File: src/rtl/rcss_pkg.sv
// rcss_pkg: constants and types for the capture/strobe status block.
// assumes a 32-bit classic wishbone slave, word-aligned registers.
package rcss_pkg;

    // clocking
    localparam int unsigned CLK_HZ      = 25_000_000;
    localparam int unsigned SLOW_HZ     = 32_768;
    localparam int unsigned SLOW_DIV    = CLK_HZ / SLOW_HZ;
    localparam logic [9:0]  SLOW_DIV_M1 = 10'(SLOW_DIV - 1);

    // register byte offsets
    localparam logic [7:0] OFS_CAP_STATUS   = 8'h00;
    localparam logic [7:0] OFS_STB_STATUS   = 8'h04;
    localparam logic [7:0] OFS_CHAN0_VALUE  = 8'h08;
    localparam logic [7:0] OFS_CHAN2_VALUE  = 8'h0C;
    localparam logic [7:0] OFS_CHAN3_VALUE  = 8'h10;
    localparam logic [7:0] OFS_CHAN4_VALUE  = 8'h14;
    localparam logic [7:0] OFS_SNAP_LOW     = 8'h18;
    localparam logic [7:0] OFS_SNAP_MID     = 8'h1C;
    localparam logic [7:0] OFS_SNAP_HIGH    = 8'h20;
    localparam logic [7:0] OFS_STB_CONFIG   = 8'h24;
    localparam logic [7:0] OFS_SNAP_CTRL    = 8'h28;

    // capture_unread_status fields
    localparam int unsigned BIT_CHAN0_UNR   = 0;
    localparam int unsigned BIT_CHAN2_UNR   = 2;
    localparam int unsigned BIT_CHAN3_UNR   = 3;
    localparam int unsigned BIT_CHAN4_UNR   = 4;
    localparam int unsigned BIT_SNAP_SRC    = 5;

    // strobe_sample_status fields
    localparam int unsigned BIT_STB_OUT_LO  = 12;
    localparam int unsigned BIT_MATCH3      = 11;
    localparam int unsigned BIT_SMP3_LO     = 8;

    // strobe_sample_config fields
    localparam int unsigned BIT_EXP3_LO     = 0;
    localparam int unsigned BIT_PTRN3_LO    = 4;

    // reset values
    localparam logic [15:0] RST_CAP_STATUS  = 16'h0000;
    localparam logic [15:0] RST_STB_STATUS  = 16'h0000;
    localparam logic [31:0] RST_READ_ZERO   = 32'h0000_0000;

    // channel 3 pattern modes
    typedef enum logic [1:0] {
        RCSS_PTRN_EQ_EXP,
        RCSS_PTRN_NE_EXP,
        RCSS_PTRN_CHANGED,
        RCSS_PTRN_STEADY
    } rcss_ptrn_e;

    typedef struct packed {
        rcss_ptrn_e  mode;
        logic [2:0]  expected;
    } rcss_stb_cfg_s;

    typedef struct packed {
        logic        src_is_capture;
        logic [47:0] value;
    } rcss_snap_s;

endpackage

File: src/rtl/rcss_top.sv
// rcss_top: capture unread flags, snapshot source, strobe status.
// assumes events and samples synchronous to clk_i; the always-on
// side is modelled by a 32 kHz enable pulse from a divider.
`timescale 1ns/1ps

// Operation
// - source bit 0 means software snapshot
// - source bit 1 means channel 0 capture
// - bit 4 sticky: channel 4 unread
// - bit 3 sticky: channel 3 unread
// - bit 2 sticky: channel 2 unread
// - bit 0 sticky: channel 0 unread
// - basic instance: status reads reset value
// - strobe outputs 4..1 at bits 15:12
// - bit 11 set on channel 3 match
// - write 1 clears match, 0 keeps
// - latest channel 3 sample in 10:8
module rcss_top #(
    parameter bit EXTENDED = 1'b1
) (
    // clock and reset
    input  wire logic        clk_i,
    input  wire logic        reset_n_i,
    // wishbone slave
    input  wire logic        wb_cyc_i,
    input  wire logic        wb_stb_i,
    input  wire logic        wb_we_i,
    input  wire logic [7:0]  wb_adr_i,
    input  wire logic [3:0]  wb_sel_i,
    input  wire logic [31:0] wb_dat_i,
    output logic      [31:0] wb_dat_o,
    output logic             wb_ack_o,
    // counter and capture events (index = channel)
    input  wire logic [47:0] count_i,
    input  wire logic [4:0]  capture_evt_i,
    // strobe channels
    input  wire logic [3:0]  strobe_out_i,
    input  wire logic [2:0]  strobe3_sample_i,
    input  wire logic        strobe3_sample_vld_i
);

    logic [1:0] rst_sync_r;
    logic       rst_n;

    always_ff @(posedge clk_i or negedge reset_n_i) begin
        if (!reset_n_i) begin
            rst_sync_r <= 2'b00;
        end else begin
            rst_sync_r <= {rst_sync_r[0], 1'b1};
        end
    end
    // assert at once, release only on a clock edge
    assign rst_n = rst_sync_r[1];

    // slow tick divider
    // fraction dropped: 762 clocks a tick, so the tick runs slightly fast
    logic [9:0] div_cnt_r;
    logic       tick_r;

    always_ff @(posedge clk_i or negedge rst_n) begin
        if (!rst_n) begin
            div_cnt_r <= 10'h000;
            tick_r    <= 1'b0;
        end else if (div_cnt_r == rcss_pkg::SLOW_DIV_M1) begin
            div_cnt_r <= 10'h000;
            tick_r    <= 1'b1;
        end else begin
            div_cnt_r <= div_cnt_r + 10'h001;
            tick_r    <= 1'b0;
        end
    end

    function automatic logic ptrn_match(input rcss_pkg::rcss_ptrn_e mode,
                                        input logic [2:0] smp,
                                        input logic [2:0] prev,
                                        input logic [2:0] expv);
        case (mode)
            rcss_pkg::RCSS_PTRN_EQ_EXP:  ptrn_match = (smp == expv);
            rcss_pkg::RCSS_PTRN_NE_EXP:  ptrn_match = (smp != expv);
            rcss_pkg::RCSS_PTRN_CHANGED: ptrn_match = (smp != prev);
            rcss_pkg::RCSS_PTRN_STEADY:  ptrn_match = (smp == prev);
            default:                     ptrn_match = 1'b0;
        endcase
    endfunction

    // exact byte address; unaligned offsets decode as unmapped
    function automatic logic adr_hit(input logic [7:0] adr,
                                     input logic [7:0] ofs);
        adr_hit = (adr == ofs);
    endfunction

    // bus decode; reads launch on the request edge, writes on the ack edge
    logic req;
    logic wr;
    logic rd;
    logic wr_snap;
    logic wr_match_clr;
    logic wr_cfg;

    assign req = wb_cyc_i & wb_stb_i & ~wb_ack_o;
    assign wr  = wb_cyc_i & wb_stb_i & wb_ack_o & wb_we_i;
    assign rd  = req & ~wb_we_i;

    // a write only counts when its byte lane is enabled
    assign wr_snap      = wr & adr_hit(wb_adr_i, rcss_pkg::OFS_SNAP_CTRL)
                          & wb_sel_i[0] & wb_dat_i[0];
    assign wr_match_clr = wr & adr_hit(wb_adr_i, rcss_pkg::OFS_STB_STATUS)
                          & wb_sel_i[1] & wb_dat_i[rcss_pkg::BIT_MATCH3];
    assign wr_cfg       = wr & adr_hit(wb_adr_i, rcss_pkg::OFS_STB_CONFIG)
                          & wb_sel_i[0];

    // events wait for the slow tick; a pulse is never lost
    logic [4:0] evt_pend_r;
    logic [4:0] clr_pend_r;
    logic       snap_req_pend_r;
    logic       smp_pend_r;
    logic [2:0] smp_hold_r;
    logic       match_clr_pend_r;
    logic [4:0] rd_clr;

    // a read clears on the request edge; a new set still wins at the tick
    always_comb begin
        rd_clr = 5'b00000;
        if (rd) begin
            case (wb_adr_i)
                rcss_pkg::OFS_CHAN0_VALUE: rd_clr[0] = 1'b1;
                rcss_pkg::OFS_CHAN2_VALUE: rd_clr[2] = 1'b1;
                rcss_pkg::OFS_CHAN3_VALUE: rd_clr[3] = 1'b1;
                rcss_pkg::OFS_CHAN4_VALUE: rd_clr[4] = 1'b1;
                default:                   rd_clr    = 5'b00000;
            endcase
        end
    end

    // an event in the tick cycle itself waits for the next tick
    always_ff @(posedge clk_i or negedge rst_n) begin
        if (!rst_n) begin
            evt_pend_r <= 5'b00000;
        end else if (tick_r) begin
            evt_pend_r <= capture_evt_i;
        end else begin
            evt_pend_r <= evt_pend_r | capture_evt_i;
        end
    end

    // read-clears cross into the slow side at the next tick
    always_ff @(posedge clk_i or negedge rst_n) begin
        if (!rst_n) begin
            clr_pend_r <= 5'b00000;
        end else if (tick_r) begin
            clr_pend_r <= rd_clr;
        end else begin
            clr_pend_r <= clr_pend_r | rd_clr;
        end
    end

    always_ff @(posedge clk_i or negedge rst_n) begin
        if (!rst_n) begin
            snap_req_pend_r <= 1'b0;
        end else begin
            if (tick_r) begin
                snap_req_pend_r <= 1'b0;
            end
            if (wr_snap) begin
                snap_req_pend_r <= 1'b1;
            end
        end
    end

    // only the last sample before a tick is kept
    always_ff @(posedge clk_i or negedge rst_n) begin
        if (!rst_n) begin
            smp_pend_r <= 1'b0;
            smp_hold_r <= 3'h0;
        end else begin
            if (tick_r) begin
                smp_pend_r <= 1'b0;
            end
            if (strobe3_sample_vld_i) begin
                smp_pend_r <= 1'b1;
                smp_hold_r <= strobe3_sample_i;
            end
        end
    end

    always_ff @(posedge clk_i or negedge rst_n) begin
        if (!rst_n) begin
            match_clr_pend_r <= 1'b0;
        end else begin
            if (tick_r) begin
                match_clr_pend_r <= 1'b0;
            end
            if (wr_match_clr) begin
                match_clr_pend_r <= 1'b1;
            end
        end
    end

    // slow side state
    logic [4:0]            unread_r;
    logic [31:0]           chan_val_r [5];
    rcss_pkg::rcss_snap_s  snap_r;
    logic [2:0]            smp3_r;
    logic                  match3_r;
    logic [3:0]            stb_out_r;
    rcss_pkg::rcss_stb_cfg_s cfg_r;

    // set beats clear when both land on one tick
    // channel 1 has no flag; its slot keeps indices equal to channels
    always_ff @(posedge clk_i or negedge rst_n) begin
        if (!rst_n) begin
            unread_r <= 5'b00000;
        end else if (tick_r) begin
            unread_r <= ((unread_r & ~clr_pend_r) | evt_pend_r)
                        & 5'b11101;
        end
    end

    // value is the count at the tick, not at the event itself
    always_ff @(posedge clk_i or negedge rst_n) begin
        if (!rst_n) begin
            for (int i = 0; i < 5; i++) begin
                chan_val_r[i] <= 32'h0000_0000;
            end
        end else if (tick_r) begin
            for (int i = 0; i < 5; i++) begin
                if (evt_pend_r[i]) begin
                    chan_val_r[i] <= count_i[31:0];
                end
            end
        end
    end

    // capture wins over a software request on the same tick
    always_ff @(posedge clk_i or negedge rst_n) begin
        if (!rst_n) begin
            snap_r <= '0;
        end else if (tick_r) begin
            if (evt_pend_r[0]) begin
                snap_r.value          <= count_i;
                snap_r.src_is_capture <= 1'b1;
            end else if (snap_req_pend_r) begin
                snap_r.value          <= count_i;
                snap_r.src_is_capture <= 1'b0;
            end
        end
    end

    always_ff @(posedge clk_i or negedge rst_n) begin
        if (!rst_n) begin
            smp3_r <= 3'h0;
        end else if (tick_r && smp_pend_r) begin
            smp3_r <= smp_hold_r;
        end
    end

    // compared against the sample shown before this tick
    always_ff @(posedge clk_i or negedge rst_n) begin
        if (!rst_n) begin
            match3_r <= 1'b0;
        end else if (tick_r) begin
            if (smp_pend_r && ptrn_match(cfg_r.mode, smp_hold_r, smp3_r,
                                         cfg_r.expected)) begin
                match3_r <= 1'b1;
            end else if (match_clr_pend_r) begin
                match3_r <= 1'b0;
            end
        end
    end

    // strobe states are not tick gated, one clock late
    always_ff @(posedge clk_i or negedge rst_n) begin
        if (!rst_n) begin
            stb_out_r <= 4'h0;
        end else begin
            stb_out_r <= strobe_out_i;
        end
    end

    // config acts at once; no posting to the slow side
    always_ff @(posedge clk_i or negedge rst_n) begin
        if (!rst_n) begin
            cfg_r <= '0;
        end else if (wr_cfg) begin
            cfg_r.expected <= wb_dat_i[rcss_pkg::BIT_EXP3_LO +: 3];
            cfg_r.mode <= rcss_pkg::rcss_ptrn_e'(
                          wb_dat_i[rcss_pkg::BIT_PTRN3_LO +: 2]);
        end
    end

    // read mux
    logic [15:0] cap_status;
    logic [15:0] stb_status;
    logic [31:0] rd_data;

    always_comb begin
        cap_status = rcss_pkg::RST_CAP_STATUS;
        stb_status = rcss_pkg::RST_STB_STATUS;
        // basic instance: both status words hold their reset value
        if (EXTENDED) begin
            cap_status[4:0] = unread_r;
            cap_status[rcss_pkg::BIT_SNAP_SRC] = snap_r.src_is_capture;
            stb_status[rcss_pkg::BIT_STB_OUT_LO +: 4] = stb_out_r;
            stb_status[rcss_pkg::BIT_MATCH3] = match3_r;
            stb_status[rcss_pkg::BIT_SMP3_LO +: 3] = smp3_r;
        end
    end

    always_comb begin
        case (wb_adr_i)
            rcss_pkg::OFS_CAP_STATUS:  rd_data = {16'h0000, cap_status};
            rcss_pkg::OFS_STB_STATUS:  rd_data = {16'h0000, stb_status};
            rcss_pkg::OFS_CHAN0_VALUE: rd_data = chan_val_r[0];
            rcss_pkg::OFS_CHAN2_VALUE: rd_data = chan_val_r[2];
            rcss_pkg::OFS_CHAN3_VALUE: rd_data = chan_val_r[3];
            rcss_pkg::OFS_CHAN4_VALUE: rd_data = chan_val_r[4];
            rcss_pkg::OFS_SNAP_LOW:    rd_data = {16'h0000,
                                                  snap_r.value[15:0]};
            rcss_pkg::OFS_SNAP_MID:    rd_data = {16'h0000,
                                                  snap_r.value[31:16]};
            rcss_pkg::OFS_SNAP_HIGH:   rd_data = {16'h0000,
                                                  snap_r.value[47:32]};
            rcss_pkg::OFS_STB_CONFIG:  rd_data = {26'h0, cfg_r.mode,
                                                  1'b0, cfg_r.expected};
            default:                   rd_data = rcss_pkg::RST_READ_ZERO;
        endcase
    end

    // single-wait-state slave; unmapped reads as zero, writes dropped
    // read data stands until the next read, so a slow master still sees it
    always_ff @(posedge clk_i or negedge rst_n) begin
        if (!rst_n) begin
            wb_ack_o <= 1'b0;
            wb_dat_o <= 32'h0000_0000;
        end else begin
            wb_ack_o <= req;
            if (rd) begin
                wb_dat_o <= rd_data;
            end
        end
    end

endmodule // rcss_top

File: config.mk
export PLATFORM = sky130hd
export DESIGN_NAME = rcss_top
export DESIGN_NICKNAME = d
export VERILOG_FILES = /design/src/rtl/rcss_pkg.sv /design/src/rtl/rcss_top.sv
export SDC_FILE = /design/constraint.sdc
export NUM_CORES = 1
export LEC_CHECK = 0
export ABC_CLOCK_PERIOD_IN_PS = 7800
export BUFFER_PORTS_ARGS = -buffer_cell sky130_fd_sc_hd__buf_2
export CAP_MARGIN = 20
export CORE_UTILIZATION = 35
export DETAILED_ROUTE_END_ITERATION = 12
export PLACE_DENSITY_LB_ADDON = 0.05
export SLEW_MARGIN = 40
export SYNTH_ARGS = -nofsm -noshare
export SYNTH_HDL_FRONTEND = slang
export SYNTH_SLANG_ARGS = --single-unit
File: constraint.sdc
create_clock -name clk_i -period 7.8 [get_ports clk_i]
set_clock_uncertainty 0.15 [all_clocks]
set_input_delay 0.78 -clock clk_i [delete_from_list [all_inputs] [get_ports clk_i]]
set_output_delay 0.78 -clock clk_i [all_outputs]
set_load 0.02 [all_outputs]
==> flow_summary_export.csv, run 1 <==
group,metric,value,unit
run_status,status,"complete, no violations",
timing,worst_pin_slew,0.8387,ns
drt,vias,7502,
timing,period_share,37.82,%
critical_path,worstPathRequired,8.08,ns
cells_and_area,stdcell_count,1365,
timing,max_slew_margin,43.97,%
timing,setup_viol_count_final,0,
floorplan,die_y,180.4,um
critical_path,end_kind,"flop",
critical_path,slowest_delay,0.66,ns
critical_path,critPathKind,"primary input to flop",
yosys,ys_warn_count,0,
timing,finalHoldViolCount,0,
timing,holdWs,0.1090,ns
critical_path,r2r_end,"wb_dat_o[2]",
drt,drc_errors,0,
floorplan,rows,64,
hold_path,hold_class,"flop to async pin",
pwr,total_leakage_power,5.729,nW
clocking,cts_tree,"done",
clocking,clk_path_buf_depth,3,
critical_path,crit_arrival,3.23,ns
place,place_congestion,0.7842,
critical_path,r2r-start,"wb_ack_o",
critical_path,critical_path_buf_inv_count,3,
yosys,syn_area_per_cell,13.30,um2
floorplan,die_x,180.4,um
clocking,postCtsSetupBuffers,0,
drt,vias_per_cell,5.496,
cells_and_area,nets,1060,
grt,grt_start_max_net_pins,77,
run,maxCapViolations,0,
yosys,syn-num-nets,951,
critical_path,ff2ff_setup_slack,5.23,ns
critical_path,cpLargestDelayFamily,"buffers and inverters",
cells_and_area,n_antenna_cell,0,
critical_path,worst_setup_path_start_kind,"primary input",
yosys,seq_area_frac_synth,57.09,%
floorplan,die_area,32530,um2
place,place_ws,4.319,ns
place,dpl_cell_area,12180,um2
pwr,vdd_drop_max,0.1477,mV
drt,ant_nets,0,
cells_and_area,fin_util,42.56,%
drt,firstDrtPassIters,6,
place,port_buffers,113,
yosys,synth.largest_area_cell,"dfrtp_1",
clocking,root_buffer,"clkbuf_16",
timing,drv_slew,0,
timing,min_period,2.950,ns
floorplan,io_pins,143,
drt,drt_iter0_markers,373,
timing,max_freq,339.0,MHz
yosys,syn_inst,837,
clocking,clock_latency,0.55,ns
timing,fin_setup_tns,0,ns
critical_path,crit_chain,"buf_2, buf_6, nor4b_4, buf_4, nand4_1, mux2_2",
clocking,cts_resized,0,
yosys,synth_top_area_share,57.09,%
timing,setup_slack,4.850,ns
yosys,synth_area,11130,um2
timing,rsz0062_at_grt,"false",
critical_path,crit_path_start,"wb_adr_i[2]",
place,post-dp-hpwl,20100,um
grt,grt_pass1_wl,48920,um
yosys,synthTopCellsByArea,"dfrtp_1, mux2_2, mux2i_1",
drt,wire_per_inst,23.17,um
yosys,synth_ff_type,"dfrtp_1",
clocking,cts.sinks,254,
pwr,power_density,222.1,nW/um2
grt,grt_antenna_before_repair,0,
critical_path,slowest_stage,"nor4b_4",
cells_and_area,syn_to_final_growth,18.14,%
grt,overflow,0,
grt,grt.total_usage,19.72,%
grt,grt_pass1_vias,7943,
cells_and_area,layout-drive-gt1-share,40.87,%
clocking,cts_buffers,29,
cells_and_area,final_cell_area,13150,um2
yosys,async_flop_share,100.0,%
drt,drt-total-wl,31630,um
yosys,synth_cell_types,52,
yosys,synth_seq_cells,254,
clocking,clk_pin_slew_worst_paths,0.06,ns
place,place_inst,1309,
pwr,power,2.922,mW
critical_path,rr_worst_depth,7,
floorplan,initial_utilization,36.02,%
floorplan,core,30910,um2
critical_path,cp_max_fo,59,
yosys,synth_edf_count,0,
clocking,htreeDepth,1,
## cell type report
type	count	area, um2
Clock inverter	7	63.81
Multi-Input combinational cell	520	4579
Clock buffer	47	883.3
Sequential cell	254	6360
Fill cell	2909	17760
Tap cell	396	495.5
Timing Repair Buffer	132	738.2
Inverter	9	33.78
## worst max path at each step
stage	cells past startpoint	end
after global routing	6	cfg_r[1]
after global placement	6	cfg_r[0]
after CTS	6	cfg_r[1]
after floorplan	0	cap_status[5]
after detailed placement	6	cfg_r[1]
final	6	cfg_r[1]
## layout by cell type, fill, tap and decap left out, types with 3 or more instances in the layout
master,Yosys,routed
a22oi_1,31,31
clkbuf_1,29,9
clkbuf_16,0,29
nor2b_1,5,4
nand2_1,41,41
a21o_1,5,5
or3_1,5,5
mux2_2,202,202
clkbuf_8,0,9
a31oi_1,3,3
dfrtp_1,254,253
nor4_1,4,3
buf_6,1,4
a32oi_1,9,9
and4_1,3,3
a21oi_1,13,13
ha_1,4,4
buf_4,0,13
nand4_1,5,5
a221oi_1,8,8
nor2_1,26,26
inv_1,9,9
a22o_1,25,25
o21ai_0,18,17
o221ai_1,5,5
clkinv_2,0,5
nor3_1,6,5
a221o_1,3,3
o22ai_1,23,23
mux2i_1,34,34
buf_2,7,113
xor2_1,11,11
## state kept, by name, indices dropped and copies added (netlist names), 2 cells and up
register / flops
wb_dat_o: 32
smp_hold_r: 3
chan_val_r: 128
stb_out_r: 4
cfg_r: 5
clr_pend_r: 4
rst_sync_r: 2
snap_r: 48
smp3_r: 3
evt_pend_r: 4
div_cnt_r: 10
unread_r: 4
## timing repair
action | 4_1_cts | 5_1_grt
hold buffers | 1 | 0
endpoints found under the hold margin | 2 | 0
setup endpoints to repair | 0 | 0
## layer usage
metal	global-route usage (%)	part of all wire [%]	wire, um	vias up
met5	0	0	0	-
met4	5.538	2.1	671	0
met3	2.890	4.1	1283	49
met2	32.85	48	15330	182
met1	26.69	45	14340	3927
li1	-	-	-	3344
## cells in the mapped netlist (3+ instances only)
cell / n
buf_2: 7
clkbuf_1: 29
a221oi_1: 8
buf_1: 17
a21oi_1: 13
a22oi_1: 31
nor3_1: 6
a21o_1: 5
dfrtp_1: 254
inv_1: 9
o21ai_0: 18
ha_1: 4
mux2_2: 202
nand4_1: 5
nor2_1: 26
a22o_1: 25
nor4_1: 4
or3_1: 5
a31oi_1: 3
nor2b_1: 5
mux2i_1: 34
a221o_1: 3
o221ai_1: 5
o22ai_1: 23
xor2_1: 11
and4_1: 3
a32oi_1: 9
nand2_1: 41
## kinds of logic (layout without fill, tap and decap cells)
group	Yosys count	count (layout)	share of synthesized area (%)
other	1	1	0.03368
flip-flops	254	254	57.09
AND/OR/NAND/NOR	111	111	5.113
XOR/XNOR	12	12	0.9439
AO/OA/AOI/OAI	154	154	10.21
buffers and inverters	63	195	2.270
multiplexers	238	238	23.89
adder cells (fa/ha/maj)	4	4	0.4495
## power breakdown
part           leakage, nW  switching, mW  total (mW)  internal, mW
combinational         2.20          0.101       0.181        0.0803
clock                0.471          0.537        1.34         0.802
sequential            3.06         0.0329        1.40          1.37
total                 5.73          0.671        2.92          2.25
(Power assumes the default switching activity.)
==> inputs of run 2 (changes only) <==
- ABC_AREA: unset -> 1
- ABC_CLOCK_PERIOD_IN_PS: 7800 -> 2700
- clock period: 7.8 -> 2.7 ns (I/O delays scaled with it)
==> run 2 against run 1 <==
  * Sequential cell count unchanged
  * Global-route usage up 0.90 points
  * Sequential share of layout area down 3.0 points
  * Non-clock buffer count grew 86
  * Synthesized area about the same
  * Worst hold slack got worse by 0.028 ns
  * Setup slack worse by 4.2 ns
  * Largest power group is now clock
  * Utilization grew 2.8 points
  * Wire length grew 2.6%
  * Synthesized cell count increased by 58%
  * Clock power grew to 3.1 times the previous value
  * Clock-buffer cell count is 3 lower
==> flow_summary_export.csv, run 2 <==
group,metric,value,unit
run_status,status,"complete, no violations",
yosys,synth_compound_area_share,10.75,%
yosys,synth_xor_area_share,0.3148,%
yosys,synth_edf_count,0,
pwr,total_leakage_power,7.214,nW
yosys,muxShareOfSynthArea,0.5060,%
critical_path,worst_setup_path_start_kind,"primary input",
cells_and_area,syn_to_final_growth,26.03,%
pwr,switching_share,22.05,%
cells_and_area,largest_reg_flops,128,
place,post-dp-hpwl,20110,um
yosys,synthAdderAreaFrac,0.4497,%
cells_and_area,mostFrequentLayoutCell,"nand2_1",
clocking,root_buffer,"clkbuf_16",
place,port_buffers,113,
yosys,async_flop_share,100.0,%
timing,period_share,74.61,%
cells_and_area,reg_top3,"chan_val_r (128), snap_r (48), wb_dat_o (32)",
yosys,synth_top_area_share,57.12,%
drt,vias_per_cell,4.765,
cells_and_area,final_cell_area,14020,um2
grt,grt.total_usage,20.62,%
clocking,clk_pin_slew_worst_paths,0.06,ns
timing,finalHoldViolCount,0,
cells_and_area,top_register,"chan_val_r",
timing,max_slew_margin,53.42,%
drt,firstDrtPassIters,6,
clocking,postCtsSetupBuffers,0,
critical_path,critPathKind,"primary input to flop",
place,place_congestion,0.7567,
yosys,synth.largest_area_cell,"dfrtp_1",
yosys,syn_inst,1326,
clocking,cts_buffers,30,
drt,ant_nets,0,
floorplan,core,30910,um2
timing,setup_viol_count_final,0,
timing,worst_pin_slew,0.6987,ns
yosys,synth_area,11130,um2
pwr,power_frac_seq,45.5,%
critical_path,critical_path_buf_inv_count,4,
pwr,power,8.577,mW
clocking,clock_latency,0.55,ns
clocking,hold_buffers,81,
yosys,syn_area_per_cell,8.392,um2
drt,drt_iter0_markers,628,
cells_and_area,layout-drive-gt1-share,14.82,%
timing,max_freq,496.4,MHz
yosys,seq_area_frac_synth,57.12,%
grt,grt_pass1_wl,52520,um
yosys,synth.most_common_cell,"nand2_1",
clocking,htreeDepth,1,
critical_path,end_kind,"flop",
clocking,cts.sinks,254,
yosys,synth_seq_cells,254,
place,place_inst,1798,
critical_path,path_common_cell,"dlygate4sd3_1",
grt,grt_antenna_before_repair,0,
yosys,synth_cell_types,39,
timing,holdWs,0.08106,ns
yosys,synthTopCellsByArea,"dfrtp_1, nand2_1, o21ai_0",
timing,drv_slew,0,
critical_path,crit_arrival,2.27,ns
pwr,pwr-share-clk,49.2,%
grt,overflow,0,
pwr,power_density,611.6,nW/um2
timing,min_period,2.014,ns
critical_path,crit_chain,"dlygate4sd3_1, buf_2, nand2_1, dlygate4sd3_1, nor2_1, nand2_2, buf_4, o21ai_0",
cells_and_area,stdcell_count,1934,
yosys,syn-num-nets,1440,
yosys,yosys-top-cells-count,"nand2_1, dfrtp_1, o21ai_0",
cells_and_area,layout_common_cells,"nand2_1, dfrtp_1, o21ai_0",
yosys,synth_top_family_by_area,"simple AND/OR/NAND/NOR gates",
critical_path,cp_max_fo,34,
place,dpl_cell_area,12170,um2
drt,wire_per_inst,16.77,um
pwr,p_comb_share,5.3,%
critical_path,worstPathRequired,2.95,ns
grt,grt_pass1_vias,9107,
drt,drc_errors,0,
floorplan,rows,64,
drt,drt-total-wl,32430,um
grt,grt_start_max_net_pins,95,
pwr,p_sw,1.891,mW
cells_and_area,nets,1629,
floorplan,die_x,180.3,um
critical_path,slowest_delay,0.54,ns
clocking,clk_path_buf_depth,3,
floorplan,die_y,180.3,um
floorplan,io_pins,143,
clocking,cts_resized,0,
yosys,ys_warn_count,0,
cells_and_area,n_antenna_cell,0,
clocking,cts_tree,"done",
timing,rsz0062_at_grt,"false",
hold_path,hold_class,"flop to async pin",
floorplan,die_area,32510,um2
floorplan,initial_utilization,36.00,%
critical_path,slowest_stage,"dlygate4sd3_1",
pwr,internal_power,6.686,mW
run,maxCapViolations,0,
critical_path,cpLargestDelayFamily,"buffers and inverters",
drt,vias,9215,
yosys,yosys.area_share.simple,24.36,%
yosys,synth_ff_type,"dfrtp_1",
pwr,vdd_drop_max,0.4873,mV
==> run 2: path summary, 6_finish.rpt <==
check,start,end,slack (ns),depth (start not counted)
worst min register to register,rst_sync_r[1],wb_ack_o,0.08,0
min in group clk_i,wb_adr_i[4],clr_pend_r[4],0.13,5
max in group asynchronous,rst_sync_r[1],wb_dat_o[19],1.46,1
worst min-delay path,rst_sync_r[1],wb_ack_o,0.08,0
worst max register to register,wb_ack_o,cfg_r[4],0.87,6
worst max-delay path,wb_stb_i,clr_pend_r[2],0.69,8
==> run 2: cells by family (layout without fill, tap and decap cells) <==
group | Yosys count | count (layout)
adders and majority gates | 4 | 4
muxes | 5 | 5
xor gates and xnor gates | 4 | 4
and+or+nand+nor | 659 | 659
AOI/OAI and AO/OA | 232 | 232
buffers and inverters | 167 | 379
DFF | 254 | 254
other | 1 | 1
==> run 2: through the flow <==
stage | utilization (%) | TNS, ns | setup slack, ns
after floorplan | - | -0.2789 | -0.001107
final | 45.37 | 0 | 0.6855
after CTS | 45.37 | 0 | 0.6471
after detailed placement | 39.39 | 0 | 0.6236
after global placement | 39.34 | 0 | 0.6273
after global routing | 45.37 | 0 | 0.5244
==> run 2: area by class of cell <==
class,instances,area [um2]
clock buffers,44,884.6
clock inverters,11,155.1
fillers,3168,16880
inverters,106,405.4
multi-input cells,905,4073
flip-flops and latches,254,6360
well taps,396,495.5
repair buffers,218,1652
==> run 2: power by group through the flow <==
stage / sequential, mW / clock (mW) / combinational [mW]
2_1_floorplan: 4.03 / 0 / 0.132
4_1_cts: 3.90 / 4.35 / 0.467
3_3_place_gp: 3.97 / 0 / 0.378
3_5_place_dp: 3.97 / 0 / 0.378
6_report: 3.90 / 4.22 / 0.455
5_1_grt: 3.91 / 4.49 / 0.514
==> run 2: layer usage <==
layer | GRT usage [%] | up-vias | part of all wire [%] | wire length (um)
met5 | 0 | - | 0 | 0
met2 | 33.19 | 162 | 46 | 14760
met3 | 2.506 | 33 | 3.5 | 1124
li1 | - | 4595 | - | -
met1 | 29.90 | 4425 | 49 | 16020
met4 | 4.000 | 0 | 1.6 | 523
==> inputs of run 3 (changes only) <==
- ABC_CLOCK_PERIOD_IN_PS: 2700 -> 1900
- clock period: 2.7 -> 1.9 ns (I/O delays scaled with it)
==> run 3 against run 2 <==
  * The run now ends with hold timing left
  * Global-route usage about the same
  * Critical endpoint is now smp_hold_r[2]
  * Sequential power rose by 42%
  * Sequential share of layout area shrank 1.4 points
  * Register-to-register slack worse by 0.75 ns
  * Highest routed layer unchanged
  * Die area unchanged
  * First-iteration DRC count fell by 0.64%
  * Utilization grew 1.4 points
  * Largest cell class unchanged
==> flow_summary_export.csv, run 3 (same netlist as run 2, synthesis figures left out) <==
group,metric,value,unit
run_status,status,"finished with violations",
run_status,failed_checks,"hold timing",
cells_and_area,mostFrequentLayoutCell,"nand2_1",
drt,drc_errors,0,
grt,overflow,0,
critical_path,ff2ff_setup_slack,0.12,ns
timing,rsz0062_at_grt,"false",
critical_path,crit_path_start,"strobe3_sample_vld_i",
timing,setup_viol_count_final,0,
clocking,cts.sinks,254,
clocking,clk_path_buf_depth,3,
grt,grt_antenna_before_repair,0,
cells_and_area,n_antenna_cell,0,
clocking,clock_latency,0.55,ns
timing,period_share,95.64,%
pwr,total_leakage_power,7.407,nW
timing,max_slew_margin,66.73,%
critical_path,end_kind,"flop",
drt,firstDrtPassIters,6,
floorplan,io_pins,143,
timing,drv_slew,0,
timing,min_period,1.817,ns
timing,finalHoldViolCount,1,
cells_and_area,largest_reg_flops,128,
floorplan,rows,64,
clocking,clk_pin_slew_worst_paths,0.06,ns
drt,vias_per_cell,4.742,
floorplan,initial_utilization,36.00,%
cells_and_area,layout-drive-gt1-share,16.09,%
critical_path,worstPathRequired,2.17,ns
floorplan,die_area,32510,um2
cells_and_area,top_register,"chan_val_r",
hold_path,min_from,"wb_we_i",
clocking,cts_tree,"done",
clocking,root_buffer,"clkbuf_16",
critical_path,path_common_cell,"dlygate4sd3_1",
cells_and_area,stdcell_count,1950,
critical_path,worst_setup_path_start_kind,"primary input",
cells_and_area,syn_to_final_growth,29.93,%
grt,grt_start_max_net_pins,84,
cells_and_area,fin_util,46.78,%
timing,max_freq,550.3,MHz
critical_path,cp_max_fo,7,
drt,ant_nets,0,
grt,grt.total_usage,20.64,%
floorplan,die_y,180.3,um
drt,vias,9247,
drt,drt-total-wl,32820,um
timing,fin_setup_tns,0,ns
pwr,vdd_drop_max,0.6029,mV
floorplan,die_x,180.3,um
grt,grt_pass1_vias,9238,
clocking,htreeDepth,1,
place,place_ws,0.01451,ns
place,place_inst,1811,
place,post-dp-hpwl,20540,um
critical_path,slowest_stage,"dlygate4sd3_1",
run,maxCapViolations,0,
timing,worst_pin_slew,0.4953,ns
critical_path,slowest_delay,0.56,ns
cells_and_area,reg_top3,"chan_val_r (128), snap_r (48), wb_dat_o (32)",
drt,drt_iter0_markers,624,
floorplan,core,30910,um2
timing,setup_slack,0.08289,ns
cells_and_area,layout_common_cells,"nand2_1, dfrtp_1, o21ai_0",
pwr,power_density,869.8,nW/um2
critical_path,crit_chain,"dlygate4sd3_1, buf_6, nand2_1, dlygate4sd3_1, o21ai_0, dlygate4sd3_1",
grt,grt_pass1_wl,52420,um
critical_path,cpLargestDelayFamily,"buffers and inverters",
critical_path,r2r-start,"wb_ack_o",
timing,holdWs,-0.01919,ns
critical_path,crit_arrival,2.09,ns
place,port_buffers,113,
place,place_congestion,0.7891,
critical_path,critPathKind,"primary input to flop",
hold_path,hold_class,"primary input to flop",
clocking,cts_buffers,29,
drt,wire_per_inst,16.83,um
critical_path,critical_path_buf_inv_count,4,
cells_and_area,nets,1647,
run 3: repair_timing:
item	4_1_cts	5_1_grt
hold buffers	84	1
gates resized for setup	0	8
setup buffers	0	1
hold endpoints to repair	199	1
endpoints found under the setup margin	0	35
run 3: per-stage QoR:
stage               cell area, um2  hold slack, ns  total power [mW]
floorplan                    11130         -0.2556             5.910
global placement             12430         -0.1734             6.204
detailed placement           12430         -0.1690             6.207
CTS                          14360        0.005508             12.73
global route                 14460         0.02388             13.03
finish                       14460        -0.01919             12.58
run 3: worst min-delay path, cell delays in order:
cell and delay, ns:
buf_2 0.10, nand4_1 0.09, inv_2 0.06, nand4_4 0.11, o21ai_0 0.08
run 3: cell type report:
class                   count  area (um2)
fillers                  3053       16450
inverters                 106       409.1
clock inverters            11       234.0
flip-flops and latches    254        6360
repair buffers            237        2013
well taps                 396       495.5
multi-input cells         905        4086
clock buffers              41       860.8
run 3: power breakdown:
group | internal [mW] | switching, mW
sequential | 5.50 | 0.0479
combinational | 0.290 | 0.403
clock | 4.08 | 2.26
total | 9.86 | 2.71
run 3: metal layers:
metal  global-route usage [%]  share of wire (%)  up-vias
met5                        0                  0        -
met4                    4.171                1.7        0
met3                    2.405                3.8       35
met2                    34.81                 47      178
met1                    28.62                 47     4397
li1                         -                  -     4637
run 3: final timing paths:
check                                     end  cells past startpoint
worst max register to register       cfg_r[1]                      5
worst min-delay path                 cfg_r[0]                      5
worst min register to register   div_cnt_r[4]                      1
max in group asynchronous        wb_dat_o[18]                      2
worst max-delay path            smp_hold_r[2]                      6
min in group asynchronous        div_cnt_r[4]                      1
